[src/pkg/adccal_cfg.svh]
// Purpose: Offsets, field positions, reset values and timing counts of the calibration bank
// Assumes: 50 MHz core clock
// Notes:   Included by bare name; definitions only
`ifndef ADCCAL_CFG_SVH
`define ADCCAL_CFG_SVH
// Register offsets
`define ADCCAL_OFF_GAIN_BASE   8'h00
`define ADCCAL_OFF_OFFS_BASE   8'h10
`define ADCCAL_OFF_CONFIG      8'h20
`define ADCCAL_OFF_SETUP       8'h24
`define ADCCAL_OFF_STATUS      8'h28
`define ADCCAL_OFF_START       8'h2C
// Configuration fields
`define ADCCAL_CFG_OGS_BIT     20
`define ADCCAL_CFG_FRS_BIT     19
// Setup fields, 16-bit setup
`define ADCCAL_SU_CS_HI        15
`define ADCCAL_SU_CS_LO        14
`define ADCCAL_SU_DT_BIT       3
`define ADCCAL_SU_OCD_BIT      2
`define ADCCAL_SU_OG_HI        1
`define ADCCAL_SU_OG_LO        0
// Reset values and write masks
`define ADCCAL_GAIN_RESET      32'h0100_0000
`define ADCCAL_OFFS_RESET      32'h0000_0000
`define ADCCAL_GAIN_MASK       32'h3FFF_FFFF
`define ADCCAL_OFFS_MASK       32'hFFFF_FF00
// Start delay in master-clock cycles
`define ADCCAL_DELAY_FRS0      1280
`define ADCCAL_DELAY_FRS1      1536
`endif

[src/pkg/adccal_pkg.sv]
// Purpose: Types shared by the calibration bank modules
// Assumes: Four physical channels
// Notes:   Constants live in adccal_cfg.svh
package adccal_pkg;
   typedef logic [1:0]  adccal_chan_t;
   typedef logic [31:0] adccal_word_t;
   typedef enum logic [1:0] {
      ADCCAL_IDLE  = 2'b00,
      ADCCAL_WAIT  = 2'b01,
      ADCCAL_GO    = 2'b10
   } adccal_state_e;
endpackage

[src/pkg/adccal_sel_if.sv]
// Purpose: Coefficient selection bundle between bank and selector
// Assumes: One clock domain
// Notes:   Plain wires, no clocking
`timescale 1ns/10ps
interface adccal_sel_if;
   logic                 src_ptr;      // Pointer select
   adccal_pkg::adccal_chan_t phys_ch;  // Setup channel field
   adccal_pkg::adccal_chan_t ptr_ch;   // Setup pointer field
   adccal_pkg::adccal_chan_t coef_ch;  // Resolved channel
   modport bank (output src_ptr, output phys_ch, output ptr_ch, input coef_ch);
   modport sel  (input src_ptr, input phys_ch, input ptr_ch, output coef_ch);
endinterface

[src/hw/adccal_coef_sel.sv]
// Purpose: Resolve which channel's coefficient pair serves a conversion
// Assumes: Binary pointer encoding
// Notes:   Pure combinational
`timescale 1ns/10ps
module adccal_coef_sel (
   adccal_sel_if.sel sel_if   // Selection bundle
);
   // Pointer wins only while the source select is set
   always_comb begin
      if (sel_if.src_ptr) begin
         sel_if.coef_ch = sel_if.ptr_ch;
      end else begin
         sel_if.coef_ch = sel_if.phys_ch;
      end
   end
endmodule

[src/hw/adccal_start_delay.sv]
// Purpose: Hold off a conversion start for the settling delay
// Assumes: Start request is a one-cycle pulse
// Notes:   A new request during the wait is ignored
`timescale 1ns/10ps
`include "adccal_cfg.svh"
module adccal_start_delay (
   input  wire logic core_clk_i,   // Core clock
   input  wire logic rst_n_i,      // Async reset, low
   input  wire logic req_i,        // Start request pulse
   input  wire logic delay_en_i,   // Delay enabled for setup
   input  wire logic rate_sel_i,   // Rate scale select
   output logic      busy_o,       // Waiting
   output logic      start_o       // Conversion start pulse
);
   localparam logic [10:0] DLY0 = 11'(`ADCCAL_DELAY_FRS0);
   localparam logic [10:0] DLY1 = 11'(`ADCCAL_DELAY_FRS1);
   adccal_pkg::adccal_state_e state_q;
   logic [10:0]               cnt_q;

   // Sequence: idle, count down, fire
   always_ff @(posedge core_clk_i or negedge rst_n_i) begin
      if (!rst_n_i) begin
         state_q <= adccal_pkg::ADCCAL_IDLE;
         cnt_q   <= 11'h000;
      end else begin
         case (state_q)
            adccal_pkg::ADCCAL_IDLE: begin
               if (req_i && delay_en_i) begin
                  state_q <= adccal_pkg::ADCCAL_WAIT;
                  // Full count loaded: the immediate start already costs one cycle,
                  // so the pulse lands exactly the delay later than without it
                  cnt_q   <= rate_sel_i ? DLY1 : DLY0;
               end else if (req_i) begin
                  state_q <= adccal_pkg::ADCCAL_GO;
               end
            end
            adccal_pkg::ADCCAL_WAIT: begin
               if (cnt_q == 11'h001) begin
                  state_q <= adccal_pkg::ADCCAL_GO;
               end
               cnt_q <= cnt_q - 11'h001;
            end
            adccal_pkg::ADCCAL_GO: begin
               state_q <= adccal_pkg::ADCCAL_IDLE;
            end
            default: begin
               state_q <= adccal_pkg::ADCCAL_IDLE;
            end
         endcase
      end
   end

   assign busy_o  = (state_q != adccal_pkg::ADCCAL_IDLE);
   assign start_o = (state_q == adccal_pkg::ADCCAL_GO);
endmodule

[src/hw/adccal_bank.sv]
// Purpose: Per-channel gain and offset coefficient bank with setup interpretation
// Assumes: Single 50 MHz clock, simple strobe register port
// Notes:   Registers read one cycle after the read strobe
`timescale 1ns/10ps
`include "adccal_cfg.svh"
module adccal_bank (
   input  wire logic        core_clk_i,      // Core clock, 50 MHz
   input  wire logic        rst_n_i,         // Async reset, low
   input  wire logic [7:0]  reg_addr_i,      // Byte address
   input  wire logic [31:0] reg_wdata_i,     // Write data
   input  wire logic        reg_wr_i,        // Write strobe
   input  wire logic        reg_rd_i,        // Read strobe
   output logic      [31:0] reg_rdata_o,     // Read data, cycle after strobe
   input  wire logic [31:0] conv_data_i,     // Raw conversion word, MSB aligned
   output logic      [31:0] corr_data_o,     // Corrected conversion word
   output logic      [31:0] gain_coef_o,     // Active gain coefficient
   output logic      [31:0] offs_coef_o,     // Active offset coefficient
   output logic      [1:0]  coef_chan_o,     // Channel of active coefficients
   output logic      [3:0]  open_input_probe_enable_o, // Probe per positive_analog_input
   output logic             rate_scale_select_o,       // Rate scale select level
   output logic             conv_start_o,    // Conversion start pulse
   output logic             start_busy_o     // Start delay in progress
);
   // ******************************************************************
   // Storage
   // ******************************************************************
   adccal_pkg::adccal_word_t gain_q [4];
   adccal_pkg::adccal_word_t offs_q [4];
   logic [31:0]              config_q;
   logic [15:0]              setup_q;
   logic [31:0]              rdata_q;
   logic [31:0]              corr_q;
   logic                     start_req_q;

   adccal_sel_if sel_if ();

   // ******************************************************************
   // Coefficient registers
   // ******************************************************************
   // Masks keep unused gain bits and low offset bits at zero on every write
   genvar ch;
   generate
      for (ch = 0; ch < 4; ch++) begin : g_chan
         always_ff @(posedge core_clk_i or negedge rst_n_i) begin
            if (!rst_n_i) begin
               gain_q[ch] <= `ADCCAL_GAIN_RESET;
               offs_q[ch] <= `ADCCAL_OFFS_RESET;
            end else if (reg_wr_i) begin
               if (reg_addr_i == `ADCCAL_OFF_GAIN_BASE + 8'(ch * 4)) begin
                  gain_q[ch] <= reg_wdata_i & `ADCCAL_GAIN_MASK;
               end
               if (reg_addr_i == `ADCCAL_OFF_OFFS_BASE + 8'(ch * 4)) begin
                  offs_q[ch] <= reg_wdata_i & `ADCCAL_OFFS_MASK;
               end
            end
         end
      end
   endgenerate

   // ******************************************************************
   // Configuration and setup
   // ******************************************************************
   // Only the two used configuration bits are stored; the rest read zero
   always_ff @(posedge core_clk_i or negedge rst_n_i) begin
      if (!rst_n_i) begin
         config_q <= 32'h0000_0000;
         setup_q  <= 16'h0000;
      end else if (reg_wr_i) begin
         if (reg_addr_i == `ADCCAL_OFF_CONFIG) begin
            config_q <= 32'h0000_0000;
            config_q[`ADCCAL_CFG_OGS_BIT] <= reg_wdata_i[`ADCCAL_CFG_OGS_BIT];
            config_q[`ADCCAL_CFG_FRS_BIT] <= reg_wdata_i[`ADCCAL_CFG_FRS_BIT];
         end
         if (reg_addr_i == `ADCCAL_OFF_SETUP) begin
            setup_q <= reg_wdata_i[15:0];
         end
      end
   end

   // Start request comes from a write to the start register
   always_ff @(posedge core_clk_i or negedge rst_n_i) begin
      if (!rst_n_i) begin
         start_req_q <= 1'b0;
      end else begin
         start_req_q <= reg_wr_i && (reg_addr_i == `ADCCAL_OFF_START) && reg_wdata_i[0];
      end
   end

   // ******************************************************************
   // Coefficient selection
   // ******************************************************************
   assign sel_if.src_ptr = config_q[`ADCCAL_CFG_OGS_BIT];
   assign sel_if.phys_ch = setup_q[`ADCCAL_SU_CS_HI:`ADCCAL_SU_CS_LO];
   assign sel_if.ptr_ch  = setup_q[`ADCCAL_SU_OG_HI:`ADCCAL_SU_OG_LO];

   adccal_coef_sel u_sel (
      .sel_if (sel_if.sel)
   );

   assign coef_chan_o = sel_if.coef_ch;
   assign gain_coef_o = gain_q[sel_if.coef_ch];
   assign offs_coef_o = offs_q[sel_if.coef_ch];
   assign rate_scale_select_o = config_q[`ADCCAL_CFG_FRS_BIT];

   // ******************************************************************
   // Open input probe
   // ******************************************************************
   // Probe follows the physical channel field, not the coefficient pointer
   always_comb begin
      open_input_probe_enable_o = 4'h0;
      if (setup_q[`ADCCAL_SU_OCD_BIT]) begin
         open_input_probe_enable_o[sel_if.phys_ch] = 1'b1;
      end
   end

   // ******************************************************************
   // Start delay
   // ******************************************************************
   adccal_start_delay u_dly (
      .core_clk_i (core_clk_i),
      .rst_n_i    (rst_n_i),
      .req_i      (start_req_q),
      .delay_en_i (setup_q[`ADCCAL_SU_DT_BIT]),
      .rate_sel_i (config_q[`ADCCAL_CFG_FRS_BIT]),
      .busy_o     (start_busy_o),
      .start_o    (conv_start_o)
   );

   // ******************************************************************
   // Correction datapath
   // ******************************************************************
   // Offset is signed and MSB aligned with data; the gain scales the
   // offset-corrected word. Result saturates nowhere: host keeps gain <= 40.
   // Both operands are widened to 64 bits so the product is never cut short
   logic signed [63:0] diff_s;
   logic signed [63:0] prod_s;
   always_comb begin
      diff_s = $signed({{32{conv_data_i[31]}}, conv_data_i})
             - $signed({{32{offs_coef_o[31]}}, offs_coef_o});
      prod_s = diff_s * $signed({32'h0000_0000, gain_coef_o});
   end

   // Fixed point gain has 24 fraction bits
   always_ff @(posedge core_clk_i or negedge rst_n_i) begin
      if (!rst_n_i) begin
         corr_q <= 32'h0000_0000;
      end else begin
         corr_q <= prod_s[55:24];
      end
   end
   assign corr_data_o = corr_q;

   // ******************************************************************
   // Register read port
   // ******************************************************************
   // Unmapped addresses read zero
   always_ff @(posedge core_clk_i or negedge rst_n_i) begin
      if (!rst_n_i) begin
         rdata_q <= 32'h0000_0000;
      end else if (reg_rd_i) begin
         case (reg_addr_i)
            `ADCCAL_OFF_GAIN_BASE + 8'h00: rdata_q <= gain_q[0];
            `ADCCAL_OFF_GAIN_BASE + 8'h04: rdata_q <= gain_q[1];
            `ADCCAL_OFF_GAIN_BASE + 8'h08: rdata_q <= gain_q[2];
            `ADCCAL_OFF_GAIN_BASE + 8'h0C: rdata_q <= gain_q[3];
            `ADCCAL_OFF_OFFS_BASE + 8'h00: rdata_q <= offs_q[0];
            `ADCCAL_OFF_OFFS_BASE + 8'h04: rdata_q <= offs_q[1];
            `ADCCAL_OFF_OFFS_BASE + 8'h08: rdata_q <= offs_q[2];
            `ADCCAL_OFF_OFFS_BASE + 8'h0C: rdata_q <= offs_q[3];
            `ADCCAL_OFF_CONFIG:            rdata_q <= config_q;
            `ADCCAL_OFF_SETUP:             rdata_q <= {16'h0000, setup_q};
            `ADCCAL_OFF_STATUS:            rdata_q <= {29'h0000_0000, start_busy_o,
                                                       sel_if.coef_ch};
            default:                       rdata_q <= 32'h0000_0000;
         endcase
      end else begin
         rdata_q <= 32'h0000_0000;
      end
   end
   assign reg_rdata_o = rdata_q;
endmodule

[config.mk]
export PLATFORM = sky130hd
export DESIGN_NAME = adccal_bank
export DESIGN_NICKNAME = d
export VERILOG_FILES = /design/src/pkg/adccal_pkg.sv /design/src/pkg/adccal_sel_if.sv /design/src/hw/adccal_coef_sel.sv /design/src/hw/adccal_start_delay.sv /design/src/hw/adccal_bank.sv
export VERILOG_INCLUDE_DIRS = /design/src /design/src/pkg
export SDC_FILE = /design/constraint.sdc
export NUM_CORES = 2
export LEC_CHECK = 0
export BUFFER_PORTS_ARGS = -buffer_cell sky130_fd_sc_hd__buf_2
export CAP_MARGIN = 5
export CORE_UTILIZATION = 57
export DETAILED_ROUTE_END_ITERATION = 12
export MAX_ROUTING_LAYER = met4
export PLACE_DENSITY = 0.88
export RECOVER_POWER = 25
export SETUP_SLACK_MARGIN = 0.1
export SYNTH_ARGS = -nofsm -noshare
export SYNTH_HDL_FRONTEND = slang
export SYNTH_SLANG_ARGS = --single-unit
[constraint.sdc]
create_clock -name core_clk_i -period 12.7 [get_ports core_clk_i]
set_input_delay 2.54 -clock core_clk_i [delete_from_list [all_inputs] [get_ports core_clk_i]]
set_output_delay 2.54 -clock core_clk_i [all_outputs]
set_load 0.02 [all_outputs]
==> out/metrics.cfg <==
[outcome]
outcome=finished, violations left
violations=design-rule violations, max-capacitance violations, max-slew violations

[timing]
max_freq_mhz=81.7
fin_skew_ns=0.0456
finalCritPeriodShare_pct=96.4
setup_tns_ns=0
timing.slew.headroom_pct=-250
whs_ns=0.473
setup_violations=0
worst_pin_slew_ns=5.26
layout_min_cycle_time_ns=12.24
finalHoldViolCount=0
rsz0062_at_grt=false
drv_slew=343
worst_slack_ns=0.463

[power_and_ir_drop]
p_leak_nw=26.3
pwr_density_cell_mw_per_mm2=204
peakVddDrop_mv=0.238

[floorplan]
core-area_mm2=0.0808
ioPinCount=213
initial_utilization_pct=57.8
die_width_um=288
num_rows=104
die-area_mm2=0.0831
die_y_um=288

[drt]
wl_per_cell_um=23.5
post_drt_via_cell_ratio=6.06
vias=37200
ant_nets=0
wirelength_um=144000
first_iter_violations=4604
dr.pass1.iters=12
drc_errors=18

[global_route]
grt_pass1_wl_um=227000
grt_overflow=0
grt_start_max_net_pins=176
grtUsageTotal_pct=37.4
grt_pass1_vias=41100
antenna_found_initial=23

[placed_design]
hpwl_um=108000
portBuffers=202
pre_cts_slack_ns=0.00470
place.gp.congestion=1.03

[logic_synthesis]
ys_ff_latch=312
synth.avg_cell_area_um2=9.59
syn_inst=4875
synth_edf_count=0
synth_warnings=0
ys_types=70
async_flop_share_pct=100
syn_area_mm2=0.0467
ys_seq_area_share_pct=16.7
yosys_most_used_dff=dfrtp_1

[cts]
cts.clk_slew.worst_paths_ns=0.07
cts_tree=yes
cts_setup_buffers=0
root_buffer=clkbuf_16
numCtsBuffers=36
cts_resized=0
clock_latency_ns=0.61
clockBufferDepth=3
holdBufCountCts=0
h-tree-depth=2
cts_sinks=312

[critical_path]
crit_path_max_fanout=20
cp.required_ns=13.15
crit_path_start_kind=input pin
worstPathArrival_ns=12.68
crit_type=input pin to register
critPathCaptureType=register
cpPeakStageDelay_ns=0.53
worst_path_max_delay_cell=fa_1
crit_top_cell=fa_1

[layout]
layout_common_cells=inv_1 (1067), fa_1 (944), nand2_1 (622)
drive_above_1_share_pct=14.3
area_growth_pct=8.65
fin_nets=6232
layout_commonest_cell=inv_1

[run]
maxCapViolCount=4

[min_path]
hp-class=register to register

[final cells by class]
type	instances	area, um^2
fill	5985	30000
timing repair buffer	348	2180
clock buffer	51	1040
sequential	312	7810
inverter	1075	4040
clock inverter	15	213
tap	1060	1330
multi-input combinational	3250	34100
antenna	30	75.1
[critical path: cells and delay by family]
| family | cells | cell delay, ns |
|---|---|---|
| compound gates | 9 | 2.22 |
| fa+ha+maj | 11 | 4.96 |
| buf+inv | 10 | 0.98 |
| xor+xnor | 4 | 1.07 |
| simple gates | 6 | 0.88 |
[state kept, by name, indices dropped and copies added, names as in the netlist]
signal and flops:
config_q 2, corr_data_o 32, gain_q 120, offs_q 96, reg_rdata_o 32, setup_q 16
start_req_q 1, u_dly.cnt_q 11, u_dly.state_q 2
[kinds of logic after synthesis]
family                     Yosys count  share of synthesized area, %
adders and majority gates         1134                          45.5
AOI/OAI and AO/OA                  400                          5.91
other                                1                       0.00802
and+or+nand+nor                   1341                          12.1
DFF                                312                          16.7
muxes                              268                          7.11
buffers and inverters             1322                          10.7
xor gates and xnor gates            97                          1.91
[metal layers]
metal	global-route usage, %	up-vias	wire length, um
met4	23.4	0	10600
met3	12.0	769	20600
li1	-	15000	-
met2	56.6	2836	65200
met1	43.1	18600	48000
met5	-	-	0
[worst paths after layout]
path,startpoint,to,slack [ns],depth (start not counted)
worst max-delay path,conv_data_i[8],corr_data_o[31]$_DFF_PN0_,0.46,40
worst min-delay path,u_dly.cnt_q[7]$_DFFE_PN0P_,u_dly.cnt_q[7]$_DFFE_PN0P_,0.47,1
worst max register to register,config_q[20]$_DFFE_PN0P_,corr_data_o[31]$_DFF_PN0_,0.49,37
worst min register to register,u_dly.cnt_q[7]$_DFFE_PN0P_,u_dly.cnt_q[7]$_DFFE_PN0P_,0.47,1
max in group asynchronous,rst_n_i,gain_q[93]$_DFFE_PN0P_,2.63,2
min in group asynchronous,rst_n_i,corr_data_o[0]$_DFF_PN0_,3.83,1
[Yosys cell counts (all sizes together), types with 27 or more instances]
cell type	instances	area, um^2
mux2	235	2650
ha	189	2360
buf	34	169
a21oi	70	350
inv	1068	4010
o21ai	68	340
mux4	27	608
xnor2	63	567
a21o	49	368
nor2	446	1670
nand3	41	205
clkbuf	213	800
xor2	32	280
and2	90	563
dfrtp	308	7710
fa	944	18900
nand2b	57	357
nand2	622	2330
a22oi	71	533
[per-stage QoR]
step           utilization, %  total power (W)  std cells  cell area (um^2)
3_3_place_gp             61.2          0.00875       6045             49500
6_report                 62.8           0.0103       6141             50800
4_1_cts                  62.8           0.0102       6111             50700
3_5_place_dp             61.2          0.00910       6045             49500
5_1_grt                  62.8           0.0112       6135             50800
2_1_floorplan               -          0.00659       4884             46800
[power breakdown]
| group | switching (W) | total, W | internal [W] |
|---|---|---|---|
| clock network | 0.000486 | 0.00111 | 0.000623 |
| registers | 0.0000491 | 0.00120 | 0.00116 |
| logic | 0.00488 | 0.00803 | 0.00314 |
No activity file was read; power rests on OpenSTA's default activity.
